**src/logic/ppc_regs.vh**
```
// register offsets, field masks, reset values and timing for the port pin config block
`ifndef PPC_REGS_VH
`define PPC_REGS_VH

// byte addresses of the registers
`define PPC_R_POL_OFS 8'h00
`define PPC_R_OD_OFS 8'h04
`define PPC_R_PE_OFS 8'h08
`define PPC_T_POL_OFS 8'h0c
`define PPC_T_IE_OFS 8'h10
`define PPC_T_IF_OFS 8'h14
`define PPC_S_POL_OFS 8'h18
`define PPC_S_IE_OFS 8'h1c
`define PPC_S_IF_OFS 8'h20
`define PPC_R_IE_OFS 8'h24
`define PPC_R_IF_OFS 8'h28
`define PPC_PIN_OFS 8'h2c

// reserved block: first and last word
`define PPC_RSV_LO 8'h30
`define PPC_RSV_HI 8'h3c

// implemented bits per register
`define PPC_T_MASK 8'h60
`define PPC_S_MASK 8'h6c
`define PPC_R_IRQ_MASK 8'h1f
`define PPC_R_MASK 8'hff

// reset values
`define PPC_POL_RST 8'h00
`define PPC_OD_RST 8'h00
`define PPC_PE_RST 8'hff
`define PPC_IE_RST 8'h00
`define PPC_IF_RST 8'h00
`define PPC_RSV_VAL 8'h00

// bit positions of the pin snapshot register
`define PPC_PIN_R_LSB 0
`define PPC_PIN_T_LSB 8
`define PPC_PIN_S_LSB 16

// synchroniser fill time before edges count
`define PPC_ARM_CYCLES 2'd3

// htrans and hresp encodings
`define PPC_HTRANS_NONSEQ 2'h2
`define PPC_HRESP_OKAY 1'b0

`endif

```
**src/logic/ppc_top.v**
```verilog
// port pin config block: ahb-lite register file, edge interrupts and port r pads
//
// Register access over AHB-Lite and the register offsets were chosen for this implementation.
`timescale 1ns/1ps
`include "ppc_regs.vh"
module ppc_top #(
  parameter W = 8
) (
  input wire mclk,
  input wire nrst,
  input wire hsel,
  input wire [7:0] haddr,
  input wire [1:0] htrans,
  input wire hwrite,
  input wire [2:0] hsize,
  input wire [31:0] hwdata,
  input wire hready,
  output wire hreadyout,
  output wire hresp,
  output reg [31:0] hrdata,
  input wire [W-1:0] r_dir_out,
  input wire [W-1:0] r_out_data,
  input wire [W-1:0] r_pad_i,
  output wire [W-1:0] r_pad_o,
  output wire [W-1:0] r_pad_oe_n,
  output wire [W-1:0] r_pull_up_en,
  output wire [W-1:0] r_pull_dn_en,
  input wire [W-1:0] t_pin_i,
  input wire [W-1:0] s_pin_i,
  output reg irq_r,
  output reg irq_t,
  output reg irq_s
);
  // register storage
  reg [7:0] r_pol_reg;
  reg [7:0] r_od_reg;
  reg [7:0] r_pe_reg;
  reg [7:0] t_pol_reg;
  reg [7:0] t_ie_reg;
  reg [7:0] t_if_reg;
  reg [7:0] s_pol_reg;
  reg [7:0] s_ie_reg;
  reg [7:0] s_if_reg;
  reg [7:0] r_ie_reg;
  reg [7:0] r_if_reg;
  reg [7:0] t_if_next;
  reg [7:0] s_if_next;
  reg [7:0] r_if_next;
  reg [7:0] r_pol_next;
  reg [7:0] r_od_next;
  reg [7:0] r_pe_next;
  reg [7:0] t_pol_next;
  reg [7:0] t_ie_next;
  reg [7:0] s_pol_next;
  reg [7:0] s_ie_next;
  reg [7:0] r_ie_next;

  // data phase bookkeeping
  reg wr_pend_reg;
  reg [7:0] wr_addr_reg;
  reg [31:0] rdata_next;

  wire addr_phase;
  wire rd_take;
  wire [7:0] wdata;
  wire [7:0] wr_mask_t;
  wire [7:0] wr_mask_s;
  wire [7:0] wr_mask_r;
  wire [W-1:0] r_edge;
  wire [W-1:0] t_edge;
  wire [W-1:0] s_edge;
  wire [W-1:0] r_sync;
  wire [W-1:0] t_sync;
  wire [W-1:0] s_sync;
  wire [7:0] pin_r8;
  wire [7:0] pin_t8;
  wire [7:0] pin_s8;
  wire [7:0] edge_r8;
  wire [7:0] edge_t8;
  wire [7:0] edge_s8;

  // zero wait states, always okay
  assign hreadyout = 1'b1;
  assign hresp = `PPC_HRESP_OKAY;

  assign addr_phase = hsel & hready & (htrans == `PPC_HTRANS_NONSEQ);
  assign rd_take = addr_phase & ~hwrite;
  assign wdata = hwdata[7:0];

  // pins of the three ports
  ppc_edge_det #(
    .W(W)
  ) u_edge_r (
    .mclk(mclk),
    .nrst(nrst),
    .pin_i(r_pad_i),
    .rise_sel(r_pol_reg[W-1:0]),
    .edge_hit(r_edge),
    .pin_sync(r_sync)
  );

  ppc_edge_det #(
    .W(W)
  ) u_edge_t (
    .mclk(mclk),
    .nrst(nrst),
    .pin_i(t_pin_i),
    .rise_sel(t_pol_reg[W-1:0]),
    .edge_hit(t_edge),
    .pin_sync(t_sync)
  );

  ppc_edge_det #(
    .W(W)
  ) u_edge_s (
    .mclk(mclk),
    .nrst(nrst),
    .pin_i(s_pin_i),
    .rise_sel(s_pol_reg[W-1:0]),
    .edge_hit(s_edge),
    .pin_sync(s_sync)
  );

  ppc_pad_ctrl #(
    .W(W)
  ) u_pad_r (
    .mclk(mclk),
    .nrst(nrst),
    .dir_out(r_dir_out),
    .out_data(r_out_data),
    .open_drain(r_od_reg[W-1:0]),
    .pull_en(r_pe_reg[W-1:0]),
    .pull_pol(r_pol_reg[W-1:0]),
    .pad_o(r_pad_o),
    .pad_oe_n(r_pad_oe_n),
    .pull_up_en(r_pull_up_en),
    .pull_dn_en(r_pull_dn_en)
  );

  assign pin_r8 = r_sync[7:0];
  assign pin_t8 = t_sync[7:0];
  assign pin_s8 = s_sync[7:0];
  assign edge_r8 = r_edge[7:0];
  assign edge_t8 = t_edge[7:0];
  assign edge_s8 = s_edge[7:0];

  // address phase capture for writes
  always @(posedge mclk or negedge nrst) begin
    if (!nrst) begin
      wr_pend_reg <= 1'b0;
      wr_addr_reg <= 8'h00;
    end else if (hready) begin
      wr_pend_reg <= addr_phase & hwrite;
      wr_addr_reg <= haddr;
    end
  end

  // w1c masks, only in the write data phase
  assign wr_mask_t = (wr_pend_reg && wr_addr_reg == `PPC_T_IF_OFS) ? wdata : 8'h00;
  assign wr_mask_s = (wr_pend_reg && wr_addr_reg == `PPC_S_IF_OFS) ? wdata : 8'h00;
  assign wr_mask_r = (wr_pend_reg && wr_addr_reg == `PPC_R_IF_OFS) ? wdata : 8'h00;

  // flag update: edge set applied after the clear, so it wins
  always @* begin
    t_if_next = ((t_if_reg & ~wr_mask_t) | edge_t8) & `PPC_T_MASK;
    s_if_next = ((s_if_reg & ~wr_mask_s) | edge_s8) & `PPC_S_MASK;
    r_if_next = ((r_if_reg & ~wr_mask_r) | edge_r8) & `PPC_R_IRQ_MASK;
  end

  always @(posedge mclk or negedge nrst) begin
    if (!nrst) begin
      t_if_reg <= `PPC_IF_RST;
      s_if_reg <= `PPC_IF_RST;
      r_if_reg <= `PPC_IF_RST;
    end else begin
      t_if_reg <= t_if_next;
      s_if_reg <= s_if_next;
      r_if_reg <= r_if_next;
    end
  end

  // plain read/write registers; reserved and unmapped writes drop
  always @* begin
    r_pol_next = r_pol_reg;
    r_od_next = r_od_reg;
    r_pe_next = r_pe_reg;
    t_pol_next = t_pol_reg;
    t_ie_next = t_ie_reg;
    s_pol_next = s_pol_reg;
    s_ie_next = s_ie_reg;
    r_ie_next = r_ie_reg;
    if (wr_pend_reg) begin
      case (wr_addr_reg)
        `PPC_R_POL_OFS: begin
          r_pol_next = wdata;
        end
        `PPC_R_OD_OFS: begin
          r_od_next = wdata;
        end
        `PPC_R_PE_OFS: begin
          r_pe_next = wdata;
        end
        `PPC_T_POL_OFS: begin
          t_pol_next = wdata & `PPC_T_MASK;
        end
        `PPC_T_IE_OFS: begin
          t_ie_next = wdata & `PPC_T_MASK;
        end
        `PPC_S_POL_OFS: begin
          s_pol_next = wdata & `PPC_S_MASK;
        end
        `PPC_S_IE_OFS: begin
          s_ie_next = wdata & `PPC_S_MASK;
        end
        `PPC_R_IE_OFS: begin
          r_ie_next = wdata & `PPC_R_IRQ_MASK;
        end
        default: begin
          r_pol_next = r_pol_reg;
        end
      endcase
    end
  end

  // register storage update
  always @(posedge mclk or negedge nrst) begin
    if (!nrst) begin
      r_pol_reg <= `PPC_POL_RST;
      r_od_reg <= `PPC_OD_RST;
      r_pe_reg <= `PPC_PE_RST;
      t_pol_reg <= `PPC_POL_RST;
      t_ie_reg <= `PPC_IE_RST;
      s_pol_reg <= `PPC_POL_RST;
      s_ie_reg <= `PPC_IE_RST;
      r_ie_reg <= `PPC_IE_RST;
    end else begin
      r_pol_reg <= r_pol_next;
      r_od_reg <= r_od_next;
      r_pe_reg <= r_pe_next;
      t_pol_reg <= t_pol_next;
      t_ie_reg <= t_ie_next;
      s_pol_reg <= s_pol_next;
      s_ie_reg <= s_ie_next;
      r_ie_reg <= r_ie_next;
    end
  end

  // read mux, sampled in the address phase; a read right behind a write sees the new value
  always @* begin
    rdata_next = 32'h0000_0000;
    case (haddr)
      `PPC_R_POL_OFS: begin
        rdata_next[7:0] = r_pol_next;
      end
      `PPC_R_OD_OFS: begin
        rdata_next[7:0] = r_od_next;
      end
      `PPC_R_PE_OFS: begin
        rdata_next[7:0] = r_pe_next;
      end
      `PPC_T_POL_OFS: begin
        rdata_next[7:0] = t_pol_next;
      end
      `PPC_T_IE_OFS: begin
        rdata_next[7:0] = t_ie_next;
      end
      `PPC_T_IF_OFS: begin
        rdata_next[7:0] = t_if_next;
      end
      `PPC_S_POL_OFS: begin
        rdata_next[7:0] = s_pol_next;
      end
      `PPC_S_IE_OFS: begin
        rdata_next[7:0] = s_ie_next;
      end
      `PPC_S_IF_OFS: begin
        rdata_next[7:0] = s_if_next;
      end
      `PPC_R_IE_OFS: begin
        rdata_next[7:0] = r_ie_next;
      end
      `PPC_R_IF_OFS: begin
        rdata_next[7:0] = r_if_next;
      end
      `PPC_PIN_OFS: begin
        rdata_next[`PPC_PIN_R_LSB+7:`PPC_PIN_R_LSB] = pin_r8;
        rdata_next[`PPC_PIN_T_LSB+7:`PPC_PIN_T_LSB] = pin_t8;
        rdata_next[`PPC_PIN_S_LSB+7:`PPC_PIN_S_LSB] = pin_s8;
      end
      default: begin
        rdata_next[7:0] = `PPC_RSV_VAL;
      end
    endcase
  end

  always @(posedge mclk or negedge nrst) begin
    if (!nrst) begin
      hrdata <= 32'h0000_0000;
    end else if (rd_take) begin
      hrdata <= rdata_next;
    end
  end

  // per-port requests from flags and enables
  wire [7:0] r_pend;
  wire [7:0] t_pend;
  wire [7:0] s_pend;
  assign r_pend = r_if_reg & r_ie_reg;
  assign t_pend = t_if_reg & t_ie_reg;
  assign s_pend = s_if_reg & s_ie_reg;

  always @(posedge mclk or negedge nrst) begin
    if (!nrst) begin
      irq_r <= 1'b0;
      irq_t <= 1'b0;
      irq_s <= 1'b0;
    end else begin
      irq_r <= |r_pend;
      irq_t <= |t_pend;
      irq_s <= |s_pend;
    end
  end

  // hsize is not decoded: only whole-word transfers reach this slave
  wire unused_hsize;
  assign unused_hsize = ^hsize;
endmodule

```
**src/logic/ppc_edge_det.v**
```verilog
// pin synchroniser and polarity-selected edge detector, one lane per pin
`timescale 1ns/1ps
`include "ppc_regs.vh"
module ppc_edge_det #(
  parameter W = 8
) (
  input wire mclk,
  input wire nrst,
  input wire [W-1:0] pin_i,
  input wire [W-1:0] rise_sel,
  output wire [W-1:0] edge_hit,
  output wire [W-1:0] pin_sync
);
  reg [1:0] arm_reg;
  wire armed;
  assign armed = (arm_reg == `PPC_ARM_CYCLES);

  // no edge counts until the synchroniser chain holds real pin levels
  always @(posedge mclk or negedge nrst) begin
    if (!nrst) begin
      arm_reg <= 2'd0;
    end else if (!armed) begin
      arm_reg <= arm_reg + 2'd1;
    end
  end

  genvar i;
  generate
    for (i = 0; i < W; i = i + 1) begin : g_lane
      reg meta_reg;
      reg sync_reg;
      reg prev_reg;
      always @(posedge mclk or negedge nrst) begin
        if (!nrst) begin
          meta_reg <= 1'b0;
          sync_reg <= 1'b0;
          prev_reg <= 1'b0;
        end else begin
          meta_reg <= pin_i[i];
          sync_reg <= meta_reg;
          prev_reg <= sync_reg;
        end
      end
      // rising when selected, falling otherwise
      assign edge_hit[i] = armed & (rise_sel[i] ? (sync_reg & ~prev_reg) : (~sync_reg & prev_reg));
      assign pin_sync[i] = sync_reg;
    end
  endgenerate
endmodule

```
**src/logic/ppc_pad_ctrl.v**
```verilog
// port r pad control: drive enable, open-drain and pull device selection
`timescale 1ns/1ps
module ppc_pad_ctrl #(
  parameter W = 8
) (
  input wire mclk,
  input wire nrst,
  input wire [W-1:0] dir_out,
  input wire [W-1:0] out_data,
  input wire [W-1:0] open_drain,
  input wire [W-1:0] pull_en,
  input wire [W-1:0] pull_pol,
  output reg [W-1:0] pad_o,
  output reg [W-1:0] pad_oe_n,
  output reg [W-1:0] pull_up_en,
  output reg [W-1:0] pull_dn_en
);
  wire [W-1:0] drive;
  wire [W-1:0] is_in;
  assign is_in = ~dir_out;
  // open-drain lanes only drive when the data is low
  assign drive = dir_out & ~(open_drain & out_data);

  always @(posedge mclk or negedge nrst) begin
    if (!nrst) begin
      pad_o <= {W{1'b0}};
      pad_oe_n <= {W{1'b1}};
      pull_up_en <= {W{1'b0}};
      pull_dn_en <= {W{1'b0}};
    end else begin
      pad_o <= out_data & ~open_drain;
      pad_oe_n <= ~drive;
      pull_up_en <= is_in & pull_en & ~pull_pol;
      pull_dn_en <= is_in & pull_en & pull_pol;
    end
  end
endmodule

```
**config.mk**
```make
export PLATFORM = sky130hd
export DESIGN_NAME = ppc_top
export DESIGN_NICKNAME = d
export VERILOG_FILES = /design/src/logic/ppc_top.v /design/src/logic/ppc_edge_det.v /design/src/logic/ppc_pad_ctrl.v
export VERILOG_INCLUDE_DIRS = /design/src /design/src/logic
export SDC_FILE = /design/constraint.sdc
export NUM_CORES = 1
export LEC_CHECK = 0
export ABC_AREA = 1
export BUFFER_PORTS_ARGS = -buffer_cell sky130_fd_sc_hd__buf_2
export CAP_MARGIN = 20
export CELL_PAD_IN_SITES_DETAIL_PLACEMENT = 0
export CELL_PAD_IN_SITES_GLOBAL_PLACEMENT = 1
export CORE_UTILIZATION = 39
export CTS_BUF_LIST = sky130_fd_sc_hd__clkbuf_4 sky130_fd_sc_hd__clkbuf_8
export CTS_CLUSTER_DIAMETER = 80
export DETAILED_ROUTE_END_ITERATION = 16
export GPL_TIMING_DRIVEN = 0
export PLACE_DENSITY = 0.78
export RECOVER_POWER = 50
export SLEW_MARGIN = 20
export SYNTH_ARGS = -nofsm -noshare
export SYNTH_HDL_FRONTEND = slang
export SYNTH_SLANG_ARGS = --single-unit
```
**constraint.sdc**
```tcl
create_clock -name mclk -period 1.6 [get_ports mclk]
set_clock_uncertainty 0.05 [all_clocks]
set_input_delay 0.32 -clock mclk [delete_from_list [all_inputs] [get_ports mclk]]
set_output_delay 0.32 -clock mclk [all_outputs]
set_load 0.005 [all_outputs]
```
### Word-level counts from Yosys, hierarchy flattened

Index checks and enable logic that the tools add are counted.

* input port bits: 90
* output and inout bits: 69
* register bits after elaboration: 216
* word-level logic and storage cells: 290

* multiplexer cells: 40
* $add $sub $neg: 3
* bitwise gates (word level): 123
* equal/unequal tests: 25
* reductions and logical operators: 8

Operators by type and width (count)
* $mux 8: 16
* $pmux 8 s12: 1
* $eq 8x5->1 const B: 8
* $and 1x1->1: 61
* $eq 8x6->1 const B: 7
* $and 8x8->8: 6
* $not 8->8: 5
* $not 1->1: 39
* $eq 8x4->1 const B: 4
* $reduce_or 8->1: 3
* $mux 1: 19
* $and 7x8->8: 2
* $eq 8x3->1 const B: 2
* $logic_not 8->1: 2
* $mux 16: 1
* $and 7x7->7: 2
* $mux 7: 2
* $not 7->7: 2
* $or 7x7->7: 2
* $and 5x8->8: 1
* $eq 2x2->1 const B: 4
* $add 2x1->2 const B: 3
* $and 5x5->5: 1
* $mux 5: 1
* other kinds (3): 5

### Longest topological paths before layout

Gate-level depths: netlist (run 1).

* word-level depth: 7
* gate-level depth with buffers: 13
* depth with buffers taken out: 13

### Hierarchy

A second synthesis (run 1) with hierarchy kept.

* cells, all modules: 1103
* area, all modules: 9728.1 um^2

By module, submodules not included
* ppc_top: instances 1, cells each 711, area an instance 5689.2 um^2, sequential area each 2787.7 um^2
* ppc_edge_det: instances 3, cells each 96, area an instance 985.9 um^2, sequential area each 650.6 um^2
* ppc_pad_ctrl: instances 1, cells each 104, area an instance 1081.0 um^2, sequential area each 810.8 um^2

### Worst setup path after synthesis (run 1)

No wires, ideal clock.

* path kind: register to register
* from: register wr_addr_reg[7]
* to: register hrdata[7]
* arrival time: 1.372 ns
* path slack: 0.062 ns
* period minus slack after synthesis: 1.538 ns
* buffers on the path: 0
* stages on the path, launching flop included: 11
* data required time: 1.434 ns
* setup time: 0.116 ns
* cell sequence: dfrtp_1 nor2_2 nand2_1 inv_1 nand2_1 o211ai_1 nand2_1 nor2_1 nand2_1 nand2_1 nand2_1

* word-level cells in the longest chain between the ends: 4
* elaborated cells on any way between the ends: 25
* those cells by class: 7 x eq/ne; 17 x mux; 1 x reduce/logical

RTL lines
* start, declared: RTL line ppc_top.v:60 `reg [7:0] wr_addr_reg;`
* start signal, assigned: RTL line ppc_top.v:154 `wr_addr_reg <= haddr;`
* $eq 8x6->1 (tied with other cells): RTL line ppc_top.v:193 `case (wr_addr_reg)`
* $mux 8: RTL line ppc_top.v:193
* $mux 8: RTL line ppc_top.v:192 `if (wr_pend_reg) begin`
* $pmux 8 s12 (*): RTL line ppc_top.v:251 `case (haddr)`
* end signal, assigned: RTL line ppc_top.v:300 `hrdata <= rdata_next;`
* end, declared: RTL line ppc_top.v:20 `output reg [31:0] hrdata,`

Every way passes the cells marked *; elsewhere a longest branch is shown, timed or not.
A chain may end at the register's enable or synchronous reset.

### Worst setup path in the final report (run 1)

* from: register wr_addr_reg[1]
* to: register hrdata[0]

* word-level cells in the longest chain between the ends: 7
* elaborated cells on any way between the ends: 31
* those cells by class: 8 x eq/ne; 18 x mux; 3 x bitwise; 2 x reduce/logical

RTL lines
* $eq 8x6->1 (no source line)
* $logic_and 1x1->1 (no source line)
* $mux 5: RTL line ppc_top.v:161 `` assign wr_mask_r = (wr_pend_reg && wr_addr_reg == `PPC_R_IF_OFS) ? wdata : 8'h00; ``
* $not 5->5: RTL line ppc_top.v:167 `` r_if_next = ((r_if_reg & ~wr_mask_r) | edge_r8) & `PPC_R_IRQ_MASK; ``
* $and 5x5->5: RTL line ppc_top.v:167
* $or 5x5->5: RTL line ppc_top.v:167
* $pmux 8 s12 (*): RTL line ppc_top.v:251

Marked as above.

==> out/summary.txt, run 1 <==
PortBufs: 120
Drt initial violations: 300
Syn_area_per_cell: 9.288 sq um
CTS root buffer: clkbuf_8
Worst path required time: 1.95 ns
Fin nets: 1244
HP Class: input pin to register
Biggest area consumer among synthesized cells: dfrtp_1
Slew @ Worst Pin: 0.9592 ns
Die Ht: 148.6 um
CP arrival: 2.25 ns
Startpoint types: register
Synth top area cells: dfrtp_1 57%, nand2_1 11%, nand3_1 6.4%, dfstp_2 5.0%, inv_1 5.0%
Overflow left after global routing: 0
Main synth FF type: dfrtp_1
Total Routing Usage GR: 19.90%
#FFs+latches synth: 208
FP Rows: 53
Largest net degree at the start of global routing: 92
Final Hold Viols: 0
Synth async-reset ratio: 100.0%
Post-synthesis cell count: 903
Slowest-stage cell, CP: dfrtp_1
Starting density of the core: 39.90%
Final Wtd Congestion: 0.8673
Synthesized area: 0.008387 sq mm
Total core area: 0.02102 sq mm
CTS Buf Count: 37
Max reg flops: 24
Lkg Pwr: 5.797 nW
Slew Limit Headroom: 35.82%
DR vias/cell: 4.549
Routed WL per cell: 14.39 um
Status: finished, violations left
TritonRoute pass-1 iters: 4
Post-Route WL: 20920 um
HPWL after DPL: 14270 um
Minimum clock period after layout: 1.905 ns
Most numerous cell on the critical path: nand2_1
Chip width: 148.6 um
Post-Route Utilization: 53.66%
Layout cells sized above 1: 26.80%
H-tree levels: 2
Fin crit share: 119.1%
Setup slack at placement: -0.7324 ns
Most flop-heavy register: hrdata
Setup violators final: 34
Post-DRT Antenna Nets: 0
Max cap viols: 0
RSZ-0062 raised after global routing: true
Synthesis warning total: 0
First-pass GRT wire length: 33670 um
Crit-path cells: nor2_4 -> nand3_4 -> nor2_4 -> buf_4 -> nand2_1 -> nand3_1 -> nand2_1 -> nor2_1 -> nand3_1 -> nand2_1 -> nand2_1
Register area share after synthesis: 62.30%
Critical Path Max Stage Delay: 0.41 ns
Setup WS post-layout: -0.3051 ns
DRC errors left: 0
Layout Cells excl Fill: 1454
Worst Path Max Fanout: 7
Initial antenna violation count: 0
VDD IR-drop max: 0.5954 mV
PwrDens: 1019 mW/mm^2
Deepest clock path buffer count: 3
Area delta synth->final: 34.49%
Sinks on Clock Net: 208
CP endpoint kind: register
IO Pins: 159
Upper clock frequency limit: 0.5249 GHz
Vias in the first global route: 6537
Post-synth top area share: 57.29%
Die Footprint: 0.02210 sq mm
Clk slew on worst S/H paths: 0.06 ns
Clk_lat worst skew: 0.53 ns
Placed insts: 1308
Vias post-DR: 6614
Post-synth EDFFs: 0
Final Max Slew Viols: 0
Failing checks: setup timing
Netlist cell types: 34
CTS tree: built
Crit Path Category: register to register
Antenna Cells: 0
through the flow:
step / instance area [sq um] / power (mW) / hold WS, ns / TNS (ns)
floorplan: 8417 / 5.950 / -0.02559 / 0
global placement: 9361 / 6.279 / 0.2827 / -681.32
detailed placement: 9427 / 6.311 / 0.1794 / -15.72
CTS: 11170 / 11.65 / 0.006183 / -1.690
global route: 11280 / 12.03 / 0.03419 / -17.51
finish: 11280 / 11.49 / 0.02501 / -2.467
report_power, final:
part           switching, mW  internal [mW]
registers              0.103           5.48
clock network           2.12           2.96
logic                  0.475          0.350
total                   2.70           8.79
area by class of cell:
cell class,count,area [sq um]
inverters,114,437.9
clock inverters,5,27.53
clock buffers,62,753.2
flip-flops and latches,208,5229
plain buffers,20,133.9
multi-input cells,569,2930
repair buffers,201,1424
well taps,275,344.1
fillers,1930,9742
layer usage:
metal  GRT usage [%]  part of all wire, %  vias to the layer above  wire length, um
met4           7.577                  2.6                        0              554
met5               0                    0                        -                0
met3           3.896                  5.4                       46             1122
met1           27.18                   47                     3046             9880
met2           31.29                   45                      194             9365
li1                -                    -                     3328                -
synth_stat cells, types with 6 or more instances:
master / n
nor2_1: 73
dfstp_2: 16
nand3_1: 108
buf_4: 11
nor3_1: 16
nand2_1: 246
a21oi_1: 6
o21ai_0: 29
o31ai_1: 6
and2_1: 30
nor2_2: 9
inv_1: 111
dfrtp_1: 192
logic make-up (layout without fill, tap and decap cells):
group | Yosys count | after routing | synth area share [%]
AO/OA/AOI/OAI | 58 | 58 | 4.088
XOR/XNOR | 3 | 3 | 0.3133
multiplexers | 3 | 3 | 0.4028
other | 2 | 10 | 0.08955
flip-flops | 208 | 208 | 62.30
buffers and inverters | 134 | 402 | 6.699
AND/OR/NAND/NOR | 492 | 492 | 25.66
adder cells (fa/ha/maj) | 3 | 3 | 0.4476
final timing paths:
kind	cells past startpoint	start	to	slack, ns
min in group asynchronous	2	nrst	u_edge_r.arm_reg[0]	0.22
worst max-delay path	11	wr_addr_reg[1]	hrdata[0]	-0.31
worst min-delay path	3	hwrite	wr_pend_reg	0.03
max in group asynchronous	4	nrst	hrdata[2]	-0.02
worst min register to register	0	u_edge_r.g_lane[4].meta_reg	u_edge_r.g_lane[4].sync_reg	0.29
worst max register to register	11	wr_addr_reg[1]	hrdata[0]	-0.31
cells in the final DEF, fill, tap and decap left out, types with 13 or more instances in the layout:
cell	instances
nor3_1	16
clkbuf_4	16
clkbuf_8	46
inv_1	105
o21ai_0	28
and2_1	29
nand2_1	233
nor2_1	60
buf_4	28
nor2_4	19
dlygate4sd3_1	56
buf_2	118
nand3_1	92
dfrtp_1	189
dfstp_2	13
critical path, delay by kind of cell, from the launching register on:
| kind | cells | cell delay (ns) |
|---|---|---|
| buf+inv | 1 | 0.17 |
| flops | 1 | 0.41 |
| simple gates | 10 | 1.15 |
what timing repair did:
| item | in CTS | in global routing |
|---|---|---|
| gates resized for setup | 71 | 19 |
| hold buffers | 56 | 0 |
| endpoints found under the setup margin | 39 | 99 |
| buffers inserted | 18 | 4 |
| cloned | 0 | 1 |
| pin swaps | 21 | 27 |
| hold endpoints to repair | 108 | 0 |
Note: power is estimated with default switching activity, not from simulation.
==> run 2, diff against run 1 <==
--- a/config.mk
+++ b/config.mk
@@ -6,17 +6,16 @@
 export SDC_FILE = /design/constraint.sdc
 export NUM_CORES = 1
 export LEC_CHECK = 0
-export ABC_AREA = 1
 export BUFFER_PORTS_ARGS = -buffer_cell sky130_fd_sc_hd__buf_2
 export CAP_MARGIN = 20
 export CELL_PAD_IN_SITES_DETAIL_PLACEMENT = 0
 export CELL_PAD_IN_SITES_GLOBAL_PLACEMENT = 1
-export CORE_UTILIZATION = 39
+export CORE_UTILIZATION = 41
 export CTS_BUF_LIST = sky130_fd_sc_hd__clkbuf_4 sky130_fd_sc_hd__clkbuf_8
 export CTS_CLUSTER_DIAMETER = 80
 export DETAILED_ROUTE_END_ITERATION = 16
-export GPL_TIMING_DRIVEN = 0
-export PLACE_DENSITY = 0.78
+export GPL_TIMING_DRIVEN = 1
+export PLACE_DENSITY = 0.77
 export RECOVER_POWER = 50
 export SLEW_MARGIN = 20
 export SYNTH_ARGS = -nofsm -noshare
==> out/summary.txt, run 2 <==
Final Hold Viols: 0 (unchanged)
Slew Limit Headroom: 32.82% (-3.0 points)
CTS tree: built
TritonRoute pass-1 iters: 5 (+1)
Synthesized area: 0.008034 sq mm (-4.2%)
Total core area: 0.01896 sq mm (-9.8%)
Switch share: 22.64% (-0.82 points)
Chip width: 142.0 um (-4.5%)
Synth async-reset ratio: 100.0% (unchanged)
Netlist cell types: 64 (+88%)
DR vias/cell: 5.022 (+10%)
Synthesis warning total: 0 (unchanged)
Int Power: 8.913 mW (+1.4%)
HP Class: input pin to register
PwrDens: 970.6 mW/mm^2 (-4.7%)
Minimum clock period after layout: 2.622 ns (+0.7164 ns)
Post-synth top area share: 59.80% (+2.5 points)
Largest family of logic cells by synthesized area: simple AND/OR/NAND/NOR gates
Setup violators final: 77 (+130%)
Layout Cells excl Fill: 1248 (-14%)
Clk_lat worst skew: 0.53 ns (about the same)
Drt initial violations: 415 (+38%)
Worst Hold Slack: 0.04497 ns (+0.01996 ns)
Antenna Cells: 0 (unchanged)
Clk slew on worst S/H paths: 0.06 ns (about the same)
Commonest non-fill, non-tap cells in the layout: 190 x dfrtp_1, 132 x buf_4, 116 x buf_2, 66 x nand2_1, 49 x dlygate4sd3_1
Post-DRT Antenna Nets: 0 (unchanged)
Slew @ Worst Pin: 1.008 ns (+0.04844 ns)
Max cap viols: 0 (unchanged)
Synth Area in XOR/XNOR: 0.3271% (+0.014 points)
VDD IR-drop max: 0.7195 mV (+21%)
Clk network pwr share: 44.4% (+0.2 points)
Register area share after synthesis: 65.04% (+2.7 points)
Logic pwr share: 7.5% (+0.3 points)
Final Max Slew Viols: 0 (unchanged)
Largest net degree at the start of global routing: 41 (-55%)
CTS Buf Count: 36 (-2.7%)
RSZ-0062 raised after global routing: true
PortBufs: 121 (+0.83%)
HPWL after DPL: 15960 um (+12%)
Vias post-DR: 6268 (-5.2%)
Post-Route WL: 22720 um (+8.6%)
IO Pins: 159 (unchanged)
Post-synth top cells: 192 x dfrtp_1, 70 x nand2_1, 45 x mux2_2, 27 x a22o_1, 23 x nor2b_1
Slowest-stage cell, CP: or4b_4
DRC errors left: 0 (unchanged)
Lkg Pwr: 5.684 nW (-1.9%)
Worst path required time: 1.96 ns (about the same)
CP arrival: 2.98 ns (+0.73 ns)
Multiplexer area fraction after synthesis: 7.304% (+6.9 points)
Max reg flops: 24 (unchanged)
Starting density of the core: 42.38% (+2.5 points)
Main synth FF type: dfrtp_1
Commonest non-fill, non-tap cell in the layout: dfrtp_1
Register share of total power: 48.1% (-0.5 points)
CTS root buffer: clkbuf_8
Final TNS setup: -29.14 ns (-26.67 ns)
Synth top area cells: dfrtp_1 60%, mux2_2 6.3%, dfstp_2 5.2%, nand2_1 3.3%, a22o_1 2.9%
Setup WS post-layout: -1.022 ns (-0.7164 ns)
Crit-path cells: or4b_4 -> nor3b_4 -> buf_6 -> mux2_4 -> a22oi_2 -> nand4_1 -> a311o_1 -> a22o_1
P_sw: 2.608 mW (-3.2%)
Biggest area consumer among synthesized cells: dfrtp_1
Most flop-heavy register: hrdata
First-pass GRT wire length: 35450 um (+5.3%)
Initial antenna violation count: 1 (+1)
Die Footprint: 0.02016 sq mm (-8.8%)
Status: finished, violations left
Cell Area, Placed: 0.01008 sq mm (+7.0%)
Final Wtd Congestion: 0.8771 (+1.1%)
Sinks on Clock Net: 208 (unchanged)
Fin nets: 1058 (-15%)
CP endpoint kind: register
Total Routing Usage GR: 23.25% (+3.4 points)
Die Ht: 142.0 um (-4.5%)
Setup slack at placement: -1.154 ns (-0.4211 ns)
#FFs+latches synth: 208 (unchanged)
Simple-Gate Fraction of Synth Area: 15.17% (-10 points)
Layout cells sized above 1: 46.76% (+20 points)
Upper clock frequency limit: 0.3815 GHz (-27%)
Adder-Cell Fraction of Synth Area: 0.4672% (+0.020 points)
Overflow left after global routing: 0 (unchanged)
Top-count cell post-synth: dfrtp_1
Post-synth EDFFs: 0 (unchanged)
Critical Path Max Stage Delay: 0.60 ns (+0.19 ns)
Fin crit share: 163.8% (+45 points)
Area delta synth->final: 47.73%
H-tree levels: 2 (unchanged)
Deepest clock path buffer count: 3 (unchanged)
Post-synthesis cell count: 601 (-33%)
Placed insts: 1104 (-16%)
Syn_area_per_cell: 13.37 sq um (+44%)
Routed WL per cell: 18.21 um (+27%)
Crit Path Category: register to register
Failing checks: setup timing
Worst Path Max Fanout: 4 (-3)
FP Rows: 50 (-5.7%)
Fin area: 0.01187 sq mm (+5.2%)
Fraction of the mapped netlist area in compound gates: 9.344% (+5.3 points)
Vias in the first global route: 6671 (+2.0%)
Startpoint types: register
run 2: cell types whose count changed after synthesis, sizes merged, moves of 26 or more:
cell	delta
nand3	-95
a22o	+26
mux2	+46
inv	-109
nand2	-179
nor2	-70
run 2: per-stage QoR:
step                utilization, %  power [mW]
floorplan                        -       5.842
global placement             53.19       6.302
detailed placement           53.19       6.328
CTS                          61.54       11.65
global route                 62.61       11.97
finish                       62.61       11.52
run 2: worst paths after layout:
path | end | from | slack [ns] | cells past startpoint
max in group asynchronous | u_pad_r.pad_oe_n[5] | nrst | 0.16 | 3
worst min register to register | u_edge_s.g_lane[3].sync_reg | u_edge_s.g_lane[3].meta_reg | 0.29 | 0
worst max-delay path | hrdata[4] | wr_addr_reg[7] | -1.02 | 8
worst max register to register | hrdata[4] | wr_addr_reg[7] | -1.02 | 8
worst min-delay path | r_od_reg[7] | hwdata[7] | 0.04 | 2
min in group asynchronous | wr_addr_reg[5] | nrst | 0.45 | 2
run 2: area by class of cell:
cell class                      count  area, sq um
Clock buffer                       55        675.6
Clock inverter                      6        91.34
Fill cell                        1491         7087
Inverter                            5        18.77
Multi-Input combinational cell    370         2993
Sequential cell                   208         5228
Tap cell                          260        325.3
Timing Repair Buffer              344         2537
run 2: worst max-delay path: cells and delay by family (launching register included):
kind	cells	cell delay (ns)
AND/OR/NAND/NOR	3	0.99
AO/OA/AOI/OAI	3	0.64
flip-flops	1	0.37
multiplexers	1	0.31
buffers and inverters	1	0.15
run 2: timing repair:
| action | 4_1_cts | 5_1_grt |
|---|---|---|
| pin swaps | 15 | 10 |
| hold buffers | 49 | 0 |
| buffers inserted | 15 | 20 |
| endpoints found under the hold margin | 156 | 0 |
| gates cloned | 0 | 0 |
| gates resized for setup | 50 | 25 |
| endpoints found under the setup margin | 68 | 92 |
run 2: power by group through the flow:
| stage | Combinational [mW] | Clock [mW] | Sequential (mW) |
|---|---|---|---|
| 6_report | 0.867 | 5.12 | 5.54 |
| 2_1_floorplan | 0.232 | 0 | 5.61 |
| 4_1_cts | 0.851 | 5.26 | 5.54 |
| 3_3_place_gp | 0.687 | 0 | 5.61 |
| 3_5_place_dp | 0.703 | 0 | 5.63 |
| 5_1_grt | 0.944 | 5.48 | 5.55 |
run 2: logic make-up after synthesis:
group                    after synthesis
multiplexers                          51
flip-flops                           208
buffers and inverters                 31
XOR/XNOR                               3
adder cells (fa/ha/maj)                3
AND/OR/NAND/NOR                      204
other                                  2
AO/OA/AOI/OAI                         99
run 2: metal layers:
metal	vias up	routed length, um	GRT usage, %
li1	2886	-	-
met1	3115	10070	30.28
met2	222	10940	39.01
met3	45	1056	3.869
met4	0	660	8.772
met5	-	0	0
==> run 3, diff against run 2 <==
--- a/config.mk
+++ b/config.mk
@@ -17,6 +17,7 @@
 export GPL_TIMING_DRIVEN = 1
 export PLACE_DENSITY = 0.77
 export RECOVER_POWER = 50
+export SKIP_CTS_REPAIR_TIMING = 1
 export SLEW_MARGIN = 20
 export SYNTH_ARGS = -nofsm -noshare
 export SYNTH_HDL_FRONTEND = slang
==> out/summary.txt, run 3 (synthesized netlist as in run 2, its figures left out) <==
Status: finished, violations left
Failing checks: hold timing, setup timing
TritonRoute pass-1 iters: 5 (unchanged)
Placed insts: 1104 (unchanged)
Lkg Pwr: 5.615 nW (-1.2%)
First-pass GRT wire length: 33820 um (-4.6%)
Overflow left after global routing: 0 (unchanged)
Fin area: 0.01171 sq mm (-1.3%)
H-tree levels: 2 (unchanged)
VDD IR-drop max: 0.6721 mV (-6.6%)
Die Ht: 142.0 um (unchanged)
Layout Cells excl Fill: 1235 (-1.0%)
Vias in the first global route: 6261 (-6.1%)
Starting density of the core: 42.38% (unchanged)
RSZ-0062 raised after global routing: true
Final Hold Viols: 5 (+5)
Vias post-DR: 6210 (-0.93%)
Reg area: 0.005228 sq mm (unchanged)
Sinks on Clock Net: 208 (unchanged)
Worst Path Max Fanout: 4 (unchanged)
FP Rows: 50 (unchanged)
Final TNS setup: -29.27 ns (-0.1279 ns)
Slew @ Worst Pin: 1.013 ns (+0.005711 ns)
Initial antenna violation count: 1 (unchanged)
Total core area: 0.01896 sq mm (unchanged)
Chip width: 142.0 um (unchanged)
Commonest non-fill, non-tap cell in the layout: dfrtp_1
CTS tree: built
CP arrival: 3.00 ns (+0.02 ns)
Clk slew on worst S/H paths: 0.06 ns (about the same)
Drt initial violations: 375 (-9.6%)
CTS Buf Count: 36 (unchanged)
Worst path required time: 1.96 ns (about the same)
Worst reg2reg path depth: 8 (unchanged)
Final Max Slew Viols: 0 (unchanged)
Setup crit start: wr_addr_reg[7]
CTS root buffer: clkbuf_8
HPWL after DPL: 15960 um (unchanged)
Worst Setup EP: hrdata[3]
DRC errors left: 0 (unchanged)
Setup slack at placement: -1.154 ns (unchanged)
Fin crit share: 164.8% (+0.92 points)
Setup WS post-layout: -1.036 ns (-0.01478 ns)
Final Wtd Congestion: 0.8771 (unchanged)
Crit Path Category: register to register
Routed WL per cell: 18.09 um (-0.61%)
Startpoint types: register
R2R Path End: hrdata[3]
Die Footprint: 0.02016 sq mm (unchanged)
Clk_lat worst skew: 0.53 ns (about the same)
Hold path startpoint: r_out_data[2]
Fin nets: 1045 (-1.2%)
CP endpoint kind: register
Most flop-heavy register: hrdata
PwrDens: 979.5 mW/mm^2 (+0.91%)
Layout cells sized above 1: 46.36% (-0.40 points)
Cell Area, Placed: 0.01008 sq mm (unchanged)
Minimum clock period after layout: 2.636 ns (+0.01478 ns)
Setup violators final: 78 (+1.3%)
IO Pins: 159 (unchanged)
Worst Hold Slack: -0.01619 ns (-0.06116 ns)
DR vias/cell: 5.028 (+0.12%)
Setup slack, reg-to-reg: -1.04 ns (about the same)
Commonest non-fill, non-tap cells in the layout: 190 x dfrtp_1, 123 x buf_4, 119 x buf_2, 68 x nand2_1, 43 x dlygate4sd3_1
Antenna Cells: 0 (unchanged)
Area occupied by multi-input gates: 0.002943 sq mm (-1.7%)
Worst r2r src: wr_addr_reg[7]
Largest net degree at the start of global routing: 41 (unchanged)
Total power: 11.47 mW (-0.45%)
Final-layout fill cell count: 1522 (+2.1%)
Post-DRT Antenna Nets: 0 (unchanged)
Upper clock frequency limit: 0.3793 GHz (-0.56%)
Max cap viols: 0 (unchanged)
Max reg flops: 24 (unchanged)
Slew Limit Headroom: 32.44% (-0.38 points)
PortBufs: 121 (unchanged)
Post-Route WL: 22350 um (-1.6%)
Area delta synth->final: 45.74%
Deepest clock path buffer count: 3 (unchanged)
HP Class: input pin to register
Total Routing Usage GR: 22.17% (-1.1 points)
## run 3: changes by cell type in the layout (fill, tap and decap cells not counted), moves of 2 or more
cell and change:
dlygate4sd3_1 -6, buf_4 -9, and2_4 -2, and2_1 +2
nand2_2 -2, buf_6 +3, clkbuf_1 -3, nand2_1 +2
buf_2 +3
## run 3: worst min-delay path by stage
stage / to / cells past startpoint
final: u_pad_r.pad_o[2] / 2
after global routing: u_pad_r.pad_o[0] / 2
after CTS: s_if_reg[2] / 1
after detailed placement: wr_addr_reg[0] / 1
after global placement: wr_addr_reg[0] / 1
after floorplan: hrdata[0] / 0
## run 3: area by class of cell
cell class / instances / share of cell area (%)
flip-flops and latches: 208 / 44.65
multi-input cells: 370 / 25.13
inverters: 5 / 0.1603
well taps: 260 / 2.778
repair buffers: 331 / 20.73
clock inverters: 6 / 0.7801
clock buffers: 55 / 5.770
## run 3: worst max-delay path: stages (launching register included)
cell,delay [ns]
dfrtp_1,0.37
or4b_4,0.60
nor3b_4,0.30
buf_4,0.16
mux2_4,0.29
a22o_1,0.21
a311oi_1,0.24
nand4_1,0.12
a22o_1,0.19
## run 3: metal layers
layer | wire (um) | up-vias | track usage, %
met5 | 0 | - | 0
li1 | - | 2863 | -
met4 | 527 | 0 | 7.640
met2 | 10700 | 227 | 36.46
met3 | 1197 | 38 | 3.903
met1 | 9916 | 3082 | 29.67
## run 3: stage by stage
step                      utilization [%]  hold slack [ns]
after floorplan                         -         -0.02559
after global placement              53.19           0.2192
after detailed placement            53.19           0.2207
after CTS                           57.24          -0.3555
after global routing                61.77        0.0003739
final                               61.77         -0.01619
## run 3: report_power, final
part           leakage, nW  switching, mW  internal [mW]
Clock                0.408           2.09           3.02
Combinational         2.67          0.397          0.418
Sequential            2.54         0.0962           5.44
